## config.mk

```make
export PLATFORM = sky130hd
export DESIGN_NAME = udt_timer
export DESIGN_NICKNAME = d
export VERILOG_FILES = /design/src/hdl/udt_pkg.sv /design/src/hdl/udt_timer.sv
export VERILOG_INCLUDE_DIRS = /design/src /design/src/hdl
export SDC_FILE = /design/constraint.sdc
export NUM_CORES = 1
export LEC_CHECK = 0
export ABC_AREA = 1
export BUFFER_PORTS_ARGS = -buffer_cell sky130_fd_sc_hd__buf_2
export CAP_MARGIN = 10
export CORE_MARGIN = 3
export CORE_UTILIZATION = 57
export CTS_CLUSTER_SIZE = 12
export DETAILED_ROUTE_END_ITERATION = 10
export PLACE_DENSITY = 0.9
export SLEW_MARGIN = 5
export SYNTH_ARGS = -nofsm -noshare
export SYNTH_HDL_FRONTEND = slang
export SYNTH_SLANG_ARGS = --single-unit
```

## constraint.sdc

```tcl
create_clock -name CLK -period 2.7 [get_ports CLK]
set_input_delay 0.27 -clock CLK [delete_from_list [all_inputs] [get_ports CLK]]
set_output_delay 0.27 -clock CLK [all_outputs]
set_load 0.02 [all_outputs]
```

## src/hdl/udt_defs.svh

```systemverilog
`ifndef UDT_DEFS_SVH
`define UDT_DEFS_SVH
// register byte addresses
`define UDT_OFF_CTRL 8'h00
`define UDT_OFF_MODE 8'h04
`define UDT_OFF_COUNT 8'h08
`define UDT_OFF_RELOAD 8'h0C
`define UDT_OFF_STATUS 8'h10
`define UDT_OFF_MASK 8'h14
// control fields
`define UDT_CTRL_RUN 0
`define UDT_CTRL_SRC 1
`define UDT_CTRL_CPRL 2
`define UDT_CTRL_TX_CLOCK_SELECT 3
`define UDT_CTRL_RCLK 4
// mode fields
`define UDT_MODE_DOWN_COUNT_ENABLE 0
// status fields
`define UDT_ST_OVF 0
`define UDT_ST_TOG 1
// reset values
`define UDT_RST_CTRL 5'h00
`define UDT_RST_COUNT 16'h0000
`define UDT_RST_RELOAD 16'h0000
`define UDT_RST_MASK 2'h0
// prescale for oscillator timer operation
`define UDT_PRESCALE 12
`define UDT_TOP 16'hFFFF
`endif

```

## src/hdl/udt_pkg.sv

```systemverilog
package udt_pkg;
  typedef enum logic [1:0]
  {
    UDT_CAPTURE = 2'b00,
    UDT_RELOAD = 2'b01,
    UDT_BAUD = 2'b11
  } udt_mode_t;
endpackage

```

## src/hdl/udt_timer.sv

```systemverilog
// Added by the designer: the Avalon-MM slave port and the placing of the registers.
`timescale 1ns/1ps
`default_nettype none
`include "udt_defs.svh"
//
// Contract
// - The count is a 16-bit value of a low byte carrying into a high byte.
// - The source select picks the clock divided by 12 or the external count pin.
// - The count advances only while run control is set and holds otherwise.
// - Capture, auto-reload or baud mode is picked from the rx clock, tx clock and capture/reload bits.
// - With down counting disabled the auto-reload timer counts up and ignores the direction pin.
// - With the direction pin high the count goes up and passing FFFFh sets the overflow flag and interrupt; IRQ only rises here while mask bit 0 is set.
// - An up overflow in auto-reload mode loads the 16-bit reload value into the count; capture and baud modes load 0000h.
// - With the direction pin low the count goes down and underflow is count equal to reload.
// - An underflow sets the overflow flag and loads FFFFh.
// - The toggle flag inverts on every up/down overflow or underflow.
// - The toggle flag raises no interrupt and reads as a seventeenth count bit.
module udt_timer
  import udt_pkg::*;
#(
  parameter int PRESCALE = `UDT_PRESCALE
)
(
  // clock and reset
  input wire logic CLK,
  input wire logic SYS_RST,
  // avalon-mm slave
  input wire logic [7:0] AVS_ADDRESS,
  input wire logic AVS_READ,
  input wire logic AVS_WRITE,
  input wire logic [31:0] AVS_WRITEDATA,
  input wire logic [3:0] AVS_BYTEENABLE,
  output logic [31:0] AVS_READDATA,
  output logic AVS_WAITREQUEST,
  // pins
  input wire logic EXTERNAL_COUNT_PIN,
  input wire logic DIRECTION_PIN,
  // interrupt
  output logic IRQ
);

  // the prescale counter is eight bits wide
  if (PRESCALE < 1 || PRESCALE > 255)
  begin : g_bad_prescale
    $error("prescale out of range");
  end

  localparam logic [15:0] RST_COUNT = `UDT_RST_COUNT;
  localparam logic [15:0] RST_RELOAD = `UDT_RST_RELOAD;

  ////////////////////////////////////////////////////////////////////
  logic [4:0] timer_control_reg;
  logic timer_mode_reg;
  logic [7:0] timer_low_byte;
  logic [7:0] timer_high_byte;
  logic [7:0] reload_low;
  logic [7:0] reload_high;
  logic overflow_flag;
  logic toggle_flag;
  logic [1:0] mask_reg;
  logic [7:0] presc_reg;
  logic pin_s1_reg;
  logic pin_s2_reg;
  logic pin_prev_reg;
  logic ack_reg;
  logic [31:0] rdata_reg;
  logic [8:0] since_tick_reg;

  logic run_control;
  logic count_source_select;
  logic down_count_enable;
  udt_mode_t mode;
  logic tick;
  logic fall;
  logic [15:0] count;
  logic [15:0] reload;
  logic up;
  logic ovf_up;
  logic unf_dn;
  logic wrap;
  logic [15:0] count_next;
  logic wr_hit;
  logic rd_hit;
  logic clr_status;
  logic count_wr;

  function automatic udt_mode_t udt_decode(input logic rclk, input logic tx_clock_select, input logic cprl);
    if (rclk || tx_clock_select)
      udt_decode = UDT_BAUD;
    else if (cprl)
      udt_decode = UDT_CAPTURE;
    else
      udt_decode = UDT_RELOAD;
  endfunction

  assign run_control = timer_control_reg[`UDT_CTRL_RUN];
  assign count_source_select = timer_control_reg[`UDT_CTRL_SRC];
  assign down_count_enable = timer_mode_reg;
  assign mode = udt_decode(timer_control_reg[`UDT_CTRL_RCLK], timer_control_reg[`UDT_CTRL_TX_CLOCK_SELECT],
    timer_control_reg[`UDT_CTRL_CPRL]);
  assign count = {timer_high_byte, timer_low_byte};
  assign reload = {reload_high, reload_low};

  ////////////////////////////////////////////////////////////////////
  // count input selection
  always_ff @(posedge CLK)
  begin
    if (SYS_RST)
    begin
      pin_s1_reg <= 1'b0;
      pin_s2_reg <= 1'b0;
      pin_prev_reg <= 1'b0;
    end
    else
    begin
      pin_s1_reg <= EXTERNAL_COUNT_PIN;
      pin_s2_reg <= pin_s1_reg;
      pin_prev_reg <= pin_s2_reg;
    end
  end

  assign fall = pin_prev_reg && !pin_s2_reg;

  always_ff @(posedge CLK)
  begin
    if (SYS_RST)
      presc_reg <= 8'h00;
    else if (!run_control || count_source_select || presc_reg == 8'(PRESCALE - 1))
      presc_reg <= 8'h00;
    else
      presc_reg <= presc_reg + 8'h01;
  end

  assign tick = run_control && (count_source_select ? fall : (presc_reg == 8'(PRESCALE - 1)));

  // cycles since the last count step, for the prescale checks
  always_ff @(posedge CLK)
  begin
    if (SYS_RST || tick || !run_control || count_source_select)
      since_tick_reg <= 9'h000;
    else if (since_tick_reg != 9'h1FF)
      since_tick_reg <= since_tick_reg + 9'h001;
  end

  ////////////////////////////////////////////////////////////////////
  // counting
  assign up = (mode != UDT_RELOAD) || !down_count_enable || DIRECTION_PIN;
  assign ovf_up = tick && up && (count == `UDT_TOP);
  assign unf_dn = tick && !up && (count == reload);
  assign wrap = ovf_up || unf_dn;

  always_comb
  begin
    count_next = count;
    if (ovf_up)
      count_next = (mode == UDT_RELOAD) ? reload : 16'h0000;
    else if (unf_dn)
      count_next = `UDT_TOP;
    else if (tick && up)
      count_next = count + 16'h0001;
    else if (tick)
      count_next = count - 16'h0001;
  end

  // writes land at the edge where waitrequest is low
  assign wr_hit = AVS_WRITE && ack_reg;
  assign rd_hit = AVS_READ && !ack_reg;
  assign clr_status = rd_hit && AVS_ADDRESS == `UDT_OFF_STATUS;
  assign count_wr = wr_hit && AVS_ADDRESS == `UDT_OFF_COUNT;

  always_ff @(posedge CLK)
  begin
    if (SYS_RST)
    begin
      timer_low_byte <= RST_COUNT[7:0];
      timer_high_byte <= RST_COUNT[15:8];
    end
    else if (wr_hit && AVS_ADDRESS == `UDT_OFF_COUNT)
    begin
      if (AVS_BYTEENABLE[0])
        timer_low_byte <= AVS_WRITEDATA[7:0];
      if (AVS_BYTEENABLE[1])
        timer_high_byte <= AVS_WRITEDATA[15:8];
    end
    else
    begin
      timer_low_byte <= count_next[7:0];
      timer_high_byte <= count_next[15:8];
    end
  end

  ////////////////////////////////////////////////////////////////////
  // flags: set wins over clear-on-read
  always_ff @(posedge CLK)
  begin
    if (SYS_RST)
      overflow_flag <= 1'b0;
    else if (wrap)
      overflow_flag <= 1'b1;
    else if (clr_status)
      overflow_flag <= 1'b0;
  end

  always_ff @(posedge CLK)
  begin
    if (SYS_RST)
      toggle_flag <= 1'b0;
    else if (wrap && mode == UDT_RELOAD && down_count_enable)
      toggle_flag <= !toggle_flag;
  end

  assign IRQ = overflow_flag && mask_reg[`UDT_ST_OVF];

  ////////////////////////////////////////////////////////////////////
  // register writes
  always_ff @(posedge CLK)
  begin
    if (SYS_RST)
    begin
      timer_control_reg <= `UDT_RST_CTRL;
      timer_mode_reg <= 1'b0;
      reload_low <= RST_RELOAD[7:0];
      reload_high <= RST_RELOAD[15:8];
      mask_reg <= `UDT_RST_MASK;
    end
    else if (wr_hit && AVS_BYTEENABLE[0])
    begin
      case (AVS_ADDRESS)
        `UDT_OFF_CTRL: timer_control_reg <= AVS_WRITEDATA[4:0];
        `UDT_OFF_MODE: timer_mode_reg <= AVS_WRITEDATA[`UDT_MODE_DOWN_COUNT_ENABLE];
        `UDT_OFF_RELOAD: reload_low <= AVS_WRITEDATA[7:0];
        `UDT_OFF_MASK: mask_reg <= AVS_WRITEDATA[1:0];
        default: ;
      endcase
      if (AVS_ADDRESS == `UDT_OFF_RELOAD && AVS_BYTEENABLE[1])
        reload_high <= AVS_WRITEDATA[15:8];
    end
    else if (wr_hit && AVS_BYTEENABLE[1] && AVS_ADDRESS == `UDT_OFF_RELOAD)
      reload_high <= AVS_WRITEDATA[15:8];
  end

  ////////////////////////////////////////////////////////////////////
  // one wait state, read data registered
  always_ff @(posedge CLK)
  begin
    if (SYS_RST)
      ack_reg <= 1'b0;
    else
      ack_reg <= (AVS_READ || AVS_WRITE) && !ack_reg;
  end

  always_ff @(posedge CLK)
  begin
    if (SYS_RST)
      rdata_reg <= 32'h00000000;
    else if (rd_hit)
    begin
      case (AVS_ADDRESS)
        `UDT_OFF_CTRL: rdata_reg <= {27'h0000000, timer_control_reg};
        `UDT_OFF_MODE: rdata_reg <= {31'h00000000, timer_mode_reg};
        `UDT_OFF_COUNT: rdata_reg <= {15'h0000, toggle_flag, count};
        `UDT_OFF_RELOAD: rdata_reg <= {16'h0000, reload};
        `UDT_OFF_STATUS: rdata_reg <= {30'h00000000, toggle_flag, overflow_flag};
        `UDT_OFF_MASK: rdata_reg <= {30'h00000000, mask_reg};
        default: rdata_reg <= 32'h00000000;
      endcase
    end
  end

  assign AVS_WAITREQUEST = (AVS_READ || AVS_WRITE) && !ack_reg;
  assign AVS_READDATA = rdata_reg;

  ////////////////////////////////////////////////////////////////////
  // checks
  a_hold_stopped: assert property (@(posedge CLK) disable iff (SYS_RST)
    !run_control && !(wr_hit && AVS_ADDRESS == `UDT_OFF_COUNT) |=> $stable(count))
    else $error("count moved while stopped");
  a_up_reload: assert property (@(posedge CLK) disable iff (SYS_RST)
    ovf_up && mode == UDT_RELOAD && !(wr_hit && AVS_ADDRESS == `UDT_OFF_COUNT) |=> count == $past(reload))
    else $error("no reload on overflow");
  a_down_top: assert property (@(posedge CLK) disable iff (SYS_RST)
    unf_dn && !(wr_hit && AVS_ADDRESS == `UDT_OFF_COUNT) |=> count == 16'hFFFF)
    else $error("no FFFF on underflow");
  a_flag_set: assert property (@(posedge CLK) disable iff (SYS_RST)
    wrap |=> overflow_flag)
    else $error("overflow flag missing");
  a_flag_hold: assert property (@(posedge CLK) disable iff (SYS_RST)
    overflow_flag && !clr_status |=> overflow_flag)
    else $error("overflow flag dropped");
  a_toggle_flip: assert property (@(posedge CLK) disable iff (SYS_RST)
    wrap && mode == UDT_RELOAD && down_count_enable |=> toggle_flag != $past(toggle_flag))
    else $error("toggle flag not inverted");
  a_up_ignore: assert property (@(posedge CLK) disable iff (SYS_RST)
    tick && !down_count_enable && count != 16'hFFFF && !(wr_hit && AVS_ADDRESS == `UDT_OFF_COUNT)
    |=> count == $past(count) + 16'h0001)
    else $error("not counting up");
  a_down_step: assert property (@(posedge CLK) disable iff (SYS_RST)
    tick && !up && count != reload && !(wr_hit && AVS_ADDRESS == `UDT_OFF_COUNT)
    |=> count == $past(count) - 16'h0001)
    else $error("not counting down");
  a_prescale: assert property (@(posedge CLK) disable iff (SYS_RST)
    tick && !count_source_select |-> since_tick_reg == 9'(PRESCALE - 1))
    else $error("prescale period wrong");
  a_irq_level: assert property (@(posedge CLK) disable iff (SYS_RST)
    toggle_flag && !overflow_flag |-> !IRQ)
    else $error("interrupt from wrong source");
  a_edge_count: assert property (@(posedge CLK) disable iff (SYS_RST)
    run_control && count_source_select && tick |-> $past(pin_s2_reg) && !pin_s2_reg)
    else $error("count without falling edge");
  a_prescale_due: assert property (@(posedge CLK) disable iff (SYS_RST)
    run_control && !count_source_select && since_tick_reg == 9'(PRESCALE - 1) |-> tick)
    else $error("prescale step missing");
  a_byte_carry: assert property (@(posedge CLK) disable iff (SYS_RST)
    tick && up && count[7:0] == 8'hFF && count != `UDT_TOP && !count_wr
    |=> timer_low_byte == 8'h00 && timer_high_byte == $past(timer_high_byte) + 8'h01)
    else $error("low byte did not carry");
  a_mode_baud: assert property (@(posedge CLK) disable iff (SYS_RST)
    (timer_control_reg[`UDT_CTRL_RCLK] || timer_control_reg[`UDT_CTRL_TX_CLOCK_SELECT]) |-> mode == UDT_BAUD)
    else $error("clock select not baud mode");
  a_dir_ignore: assert property (@(posedge CLK) disable iff (SYS_RST)
    tick && mode == UDT_RELOAD && !down_count_enable && !DIRECTION_PIN && count != `UDT_TOP && !count_wr
    |=> count == $past(count) + 16'h0001)
    else $error("direction pin steered up-only count");
  a_dn_flag: assert property (@(posedge CLK) disable iff (SYS_RST)
    unf_dn |=> overflow_flag)
    else $error("underflow did not set flag");
  a_toggle_quiet: assert property (@(posedge CLK) disable iff (SYS_RST)
    !(wrap && mode == UDT_RELOAD && down_count_enable) |=> toggle_flag == $past(toggle_flag))
    else $error("toggle flag moved without wrap");
  a_count_rdback: assert property (@(posedge CLK) disable iff (SYS_RST)
    rd_hit && AVS_ADDRESS == `UDT_OFF_COUNT |=> AVS_READDATA[16] == $past(toggle_flag))
    else $error("seventeenth bit wrong");
  a_flag_clear: assert property (@(posedge CLK) disable iff (SYS_RST)
    clr_status && !wrap |=> !overflow_flag)
    else $error("status read did not clear flag");
  a_status_read: assert property (@(posedge CLK) disable iff (SYS_RST)
    clr_status |=> AVS_READDATA[0] == $past(overflow_flag))
    else $error("status read lost flag");
  a_pin_count: assert property (@(posedge CLK) disable iff (SYS_RST)
    run_control && count_source_select && fall |-> tick)
    else $error("falling edge not counted");

endmodule // udt_timer
`default_nettype wire

```

==> results of run 1 <==
==> placed cells by master, fill, tap and decap left out, types with 11 or more instances in the layout <==
master,count
inv_1,76
nor2_1,80
buf_2,50
a21oi_1,61
nand4_1,11
nand2_1,174
conb_1,15
nand3_1,32
dfxtp_1,69
o21ai_0,47
nor3_1,11
a21oi_2,16
o22ai_1,15
buf_4,21
==> worst max path at each step <==
stage / start / end / slack, ps / cells after the start
after global placement: presc_reg[0] / timer_high_byte[6] / 30 / 15
after global routing: presc_reg[1] / timer_high_byte[5] / -50 / 18
after detailed placement: presc_reg[0] / timer_high_byte[3] / -60 / 18
after floorplan: presc_reg[0] / timer_high_byte[2] / 220 / 16
final: presc_reg[1] / timer_high_byte[5] / 70 / 18
after CTS: presc_reg[1] / timer_high_byte[3] / 10 / 18
==> stage by stage <==
step                      power, W  TNS (ps)  hold WS [ps]  utilization  area [sq um]
final                      0.00215         0          99.8        0.704          5610
after global placement     0.00119         0           394        0.647          5150
after CTS                  0.00216         0          94.2        0.676          5390
after detailed placement   0.00119      -131           423        0.647          5150
after global routing       0.00221      -109           116        0.704          5610
after floorplan            0.00116         0           348            -          4870
==> repair_timing <==
action / CTS / global route
cloned: 0 / 0
pin swaps: 1 / 9
gates resized for setup: 5 / 36
buffers inserted: 0 / 5
setup endpoints to repair: 7 / 10
==> routing by layer <==
metal | part of all wire | vias up | global-route usage | wire length [microns]
li1 | - | 2530 | - | -
met1 | 0.40 | 2397 | 0.348 | 5650
met2 | 0.48 | 260 | 0.475 | 6880
met3 | 0.074 | 63 | 0.0514 | 1060
met4 | 0.047 | 0 | 0.151 | 675
met5 | 0 | - | 0 | 0
==> area by class of cell <==
cell class                      count  area [sq um]
Clock buffer                       10           128
Clock inverter                      6          92.6
Fill cell                         658          2360
Inverter                           82           313
Multi-Input combinational cell    563          3100
Sequential cell                    71          1420
Tap cell                          102           128
Timing Repair Buffer               72           423
==> power breakdown <==
group / switching [W] / internal (W) / leakage (nW)
clock network: 0.000454 / 0.000525 / 0.103
logic: 0.0000884 / 0.0000323 / 1.84
registers: 0.00000232 / 0.00105 / 0.574
==> logic make-up after synthesis <==
family	Yosys count	share of synthesized area
xor+xnor	12	0.0218
flops	71	0.295
compound gates	171	0.205
buf+inv	117	0.112
simple gates	346	0.314
fa+ha+maj	19	0.0509
other cells	1	0.000778
==> synthesized netlist by cell type, drive strengths merged, types with 2 or more instances <==
library cell    n
ha             18
o21a            3
buf            24
xnor2           2
inv            81
nand3b          2
o221ai          3
xor2           10
a211oi          8
clkbuf         11
o22ai          15
dfxtp          71
nand3          33
nand2         189
nor3           16
a21oi          77
o21ai          59
nor2           91
nand4          12
a31oi           3
==> worst reg2reg max path, delay by kind of cell, from the launching register on <==
family / cells / cell delay, ps
AND/OR/NAND/NOR: 10 / 940
AO/OA/AOI/OAI: 4 / 600
flip-flops: 1 / 360
adder cells (fa/ha/maj): 2 / 340
buffers and inverters: 2 / 250
==> results_dict.tcl, run 1 <==
set metrics [dict create \
    worst_pin_slew_ps 563 \
    r2r_end "timer_high_byte[5]" \
    slew_headroom 0.624 \
    hold_path_end "pin_s1_reg" \
    path_clk_slew_ps 90 \
    synth_area_per_cell_sq_um 6.54 \
    final.setup_skew_ps 12.5 \
    synth_edf_count 0 \
    yosys_warnings 0 \
    place_worst_setup_slack_ps -57.1 \
    whs_path_depth 3 \
    timing.critical_path.mode_cell "nand2_1" \
    yosys-top-cells-area "dfxtp_1, nand2_1, a21oi_1" \
    fin_nets 868 \
    synth_seq_cells 71 \
    required_ps 2950 \
    r2r_start "presc_reg[1]" \
    syn_to_final_growth_pct 16.3 \
    cts-root-buf "clkbuf_8" \
    p_leak_nw 2.51 \
    antenna_found_initial 0 \
    grt_max_degree 34 \
    core_area_sq_um 7970 \
    hold_violations 0 \
    fp.dieArea_sq_um 9600 \
    finalWorstSetupSlack_ps 73.5 \
    synth_seq_area_share 0.295 \
    critPathKind "reg -> reg" \
    postCtsHoldBufs 0 \
    fin_cells 906 \
    power_density_nw_per_um2 384 \
    max-cap-violations 0 \
    grt_usage 0.285 \
    grt_pass1_wl_microns 22600 \
    yosysTopAreaCell "dfxtp_1" \
    htreeDepth 3 \
    rows 32 \
    path_cells "ha_4 > nand3_1 > o21ai_2 > nand2_2 > clkinv_4 > nand2_8 > buf_4 > ha_1 > a21oi_1 > nand2_1 > nand3_1 > nand2_1 > nand3_1 > nand2_1 > nand2_1 > nand2_1 > o21ai_0 > a21oi_1" \
    slew_viol_final 0 \
    setup_viol 0 \
    hp-start "EXTERNAL_COUNT_PIN" \
    critPathMaxFanout 11 \
    ir_worst_vdd_mv 0.270 \
    gp_congestion 0.920 \
    drive_above_1_share 0.204 \
    dp.cells 885 \
    post_drt_via_cell_ratio 5.79 \
    cp-start-kind "register" \
    chipWidth_microns 98.0 \
    status "complete, no violations" \
    hold_class "in -> reg" \
    worstPathArrival_ps 2880 \
    async_flop_share 0 \
    ys.flop_type "dfxtp_1" \
    cts_tree "yes" \
    grt_setup_unrepaired "true" \
    io-pin-count 84 \
    overflow 0 \
    largest_reg_flops 17 \
    finalCritPeriodShare 0.973 \
    yosysTopAreaCellShare 0.295 \
    crit_slowest_cell "dfxtp_2" \
    min_period_ps 2630 \
    reg2reg_slack_ps 70 \
    clock_sinks 71 \
    clock_latency_ps 370 \
    end_kind "register" \
    post_drt_wl_per_cell_microns 15.8 \
    diodes 0 \
    drt_first_pass_iters 5 \
    yosysUniqueCellTypes 45 \
    vias 5250 \
    clockBufferDepth 2 \
    drt_wl_total_microns 14300 \
    start_util 0.605 \
    hpwl_microns 10300 \
    drtAntennaViolNets 0 \
    port_buffers 50 \
    drtIter0Drc 364 \
    synth_area_sq_um 4820 \
    max_freq_mhz 381 \
    grt_pass1_vias 4817 \
    crit_buf_inv 2 \
    die-height_microns 98.0 \
    synthCells 737 \
    rr_worst_depth 18 \
    path_delay_family "simple AND/OR/NAND/NOR gates" \
    max_stage_delay_ps 360 \
    drc 0 \
    numCtsBuffers 9 \
]
Note: power is estimated with default switching activity, not from simulation.
==> run 2, diff against run 1 <==
- CORE_UTILIZATION: 57 -> 56
- CTS_CLUSTER_DIAMETER: not set -> 120
- GPL_TIMING_DRIVEN: not set -> 0
- PLACE_DENSITY: 0.9 -> 0.89
==> results_dict.tcl, run 2 (synthesized netlist as in run 1, its figures left out) <==
set metrics [dict create \
    vias 5281 \
    fin_cells 925 \
    r2r_start "presc_reg[0]" \
    dpl_cell_area_sq_um 5260 \
    min_period_ps 2560 \
    drtIter0Drc 390 \
    p_leak_nw 2.56 \
    fin_nets 884 \
    grt_pass1_wl_microns 22400 \
    port_buffers 50 \
    whs_path_depth 3 \
    final_util 0.689 \
    final_common_cell "nand2_1" \
    drtAntennaViolNets 0 \
    syn_to_final_growth_pct 18.6 \
    clock_latency_ps 360 \
    slew_viol_final 0 \
    postCtsHoldBufs 0 \
    r2r_end "timer_high_byte[6]" \
    setup_viol 0 \
    grt_pass1_vias 4825 \
    critPathMaxFanout 5 \
    grt_setup_unrepaired "true" \
    ir_worst_vdd_mv 0.321 \
    cp-start-kind "register" \
    hp-start "EXTERNAL_COUNT_PIN" \
    required_ps 2940 \
    path_clk_slew_ps 80 \
    rows 33 \
    cts_tree "yes" \
    drt_wl_total_microns 14500 \
    max_stage_delay_ps 370 \
    gr-usage-met3 0.0481 \
    clock_sinks 71 \
    fp.dieArea_sq_um 9760 \
    hold_ws_ps 120 \
    core_area_sq_um 8300 \
    layout_common_cells "nand2_1, nor2_1, inv_1" \
    drc 0 \
    hold_path_end "pin_s1_reg" \
    use_met2 0.467 \
    worst_pin_slew_ps 590 \
    grt_usage 0.282 \
    timing.critical_path.mode_cell "nand2_1" \
    final.setup_skew_ps 12.6 \
    hold_violations 0 \
    grt_max_degree 21 \
    io-pin-count 84 \
    chipWidth_microns 98.8 \
    gr-max-usage-layer "met2" \
    diodes 0 \
    cts-root-buf "clkbuf_8" \
    overflow 0 \
    rr_worst_depth 16 \
    max-cap-violations 0 \
    reg2reg_slack_ps 140 \
    gp_congestion 0.981 \
    grtUsageMet1 0.355 \
    dp.cells 906 \
    numCtsBuffers 9 \
    setup-tns-final_ps 0 \
    drive_above_1_share 0.205 \
    power_density_nw_per_um2 354 \
    end_kind "register" \
    htreeDepth 3 \
    antenna_found_initial 0 \
    crit_slowest_cell "dfxtp_2" \
    hold_class "in -> reg" \
    hpwl_microns 10700 \
    start_util 0.581 \
    drt_first_pass_iters 7 \
    worstPathArrival_ps 2800 \
    path_cells "ha_4 > nand3_1 > o21ai_2 > nand2_2 > inv_8 > nand2_8 > ha_4 > nand2_1 > o21ai_2 > nand2_1 > nand2_1 > nand3_1 > nand3_1 > nand2_1 > o21ai_2 > a21oi_2" \
    clockBufferDepth 2 \
    post_drt_via_cell_ratio 5.71 \
    finalCritPeriodShare 0.947 \
    status "complete, no violations" \
    post_drt_wl_per_cell_microns 15.6 \
    slew_headroom 0.607 \
    stdcell_area_sq_um 5720 \
    largest_reg_flops 17 \
    critPathKind "reg -> reg" \
    die-height_microns 98.8 \
    max_freq_mhz 391 \
]
==> run 2: final cells by class <==
class	count	area [sq um]
multi-input combinational	565	3170
buffer	35	228
inverter	82	315
tap	105	131
fill	720	2580
clock inverter	5	38.8
timing repair buffer	51	258
sequential	71	1420
clock buffer	11	151
==> run 2: metrics by stage <==
stage / power [W] / setup WS [ps]
floorplan: 0.00116 / 221
CTS: 0.00202 / 30.8
finish: 0.00202 / 143
detailed placement: 0.00121 / -306
global placement: 0.00121 / -180
global route: 0.00208 / -54.3
==> run 2: critical path: cells and delay by family (launching register included) <==
family                     cells  cell delay [ps]
AOI/OAI and AO/OA              4              560
adders and majority gates      2              460
and+or+nand+nor                9              890
buffers and inverters          1              140
DFF                            1              370
==> run 2: worst max-delay path by stage <==
stage / from / endpoint / slack [ps] / depth (start not counted)
floorplan: presc_reg[0] / timer_high_byte[2] / 220 / 16
global placement: presc_reg[0] / timer_high_byte[4] / -180 / 16
detailed placement: presc_reg[0] / timer_high_byte[4] / -310 / 16
CTS: presc_reg[0] / timer_high_byte[6] / 30 / 15
global route: presc_reg[1] / timer_high_byte[6] / -50 / 16
finish: presc_reg[0] / timer_high_byte[6] / 140 / 16
==> run 2: repair_timing <==
action,CTS,global route
pin swaps,0,7
endpoints found under the setup margin,8,10
cloned,0,2
setup buffers,0,1
gates resized for setup,9,36
==> run 2: power breakdown <==
| group | leakage [nW] | internal [W] | total [W] | switching (W) |
|---|---|---|---|---|
| logic | 1.89 | 0.0000466 | 0.000137 | 0.0000908 |
| clock network | 0.0963 | 0.000390 | 0.000834 | 0.000444 |
| registers | 0.574 | 0.00105 | 0.00105 | 0.00000253 |
| total | 2.56 | 0.00149 | 0.00202 | 0.000537 |
==> run 2: per-layer routing <==
layer | vias to the layer above | part of all wire | wire (microns)
met5 | - | 0 | 0
met4 | 0 | 0.057 | 831
met3 | 79 | 0.072 | 1040
met2 | 247 | 0.46 | 6690
met1 | 2387 | 0.41 | 5900
li1 | 2568 | - | -
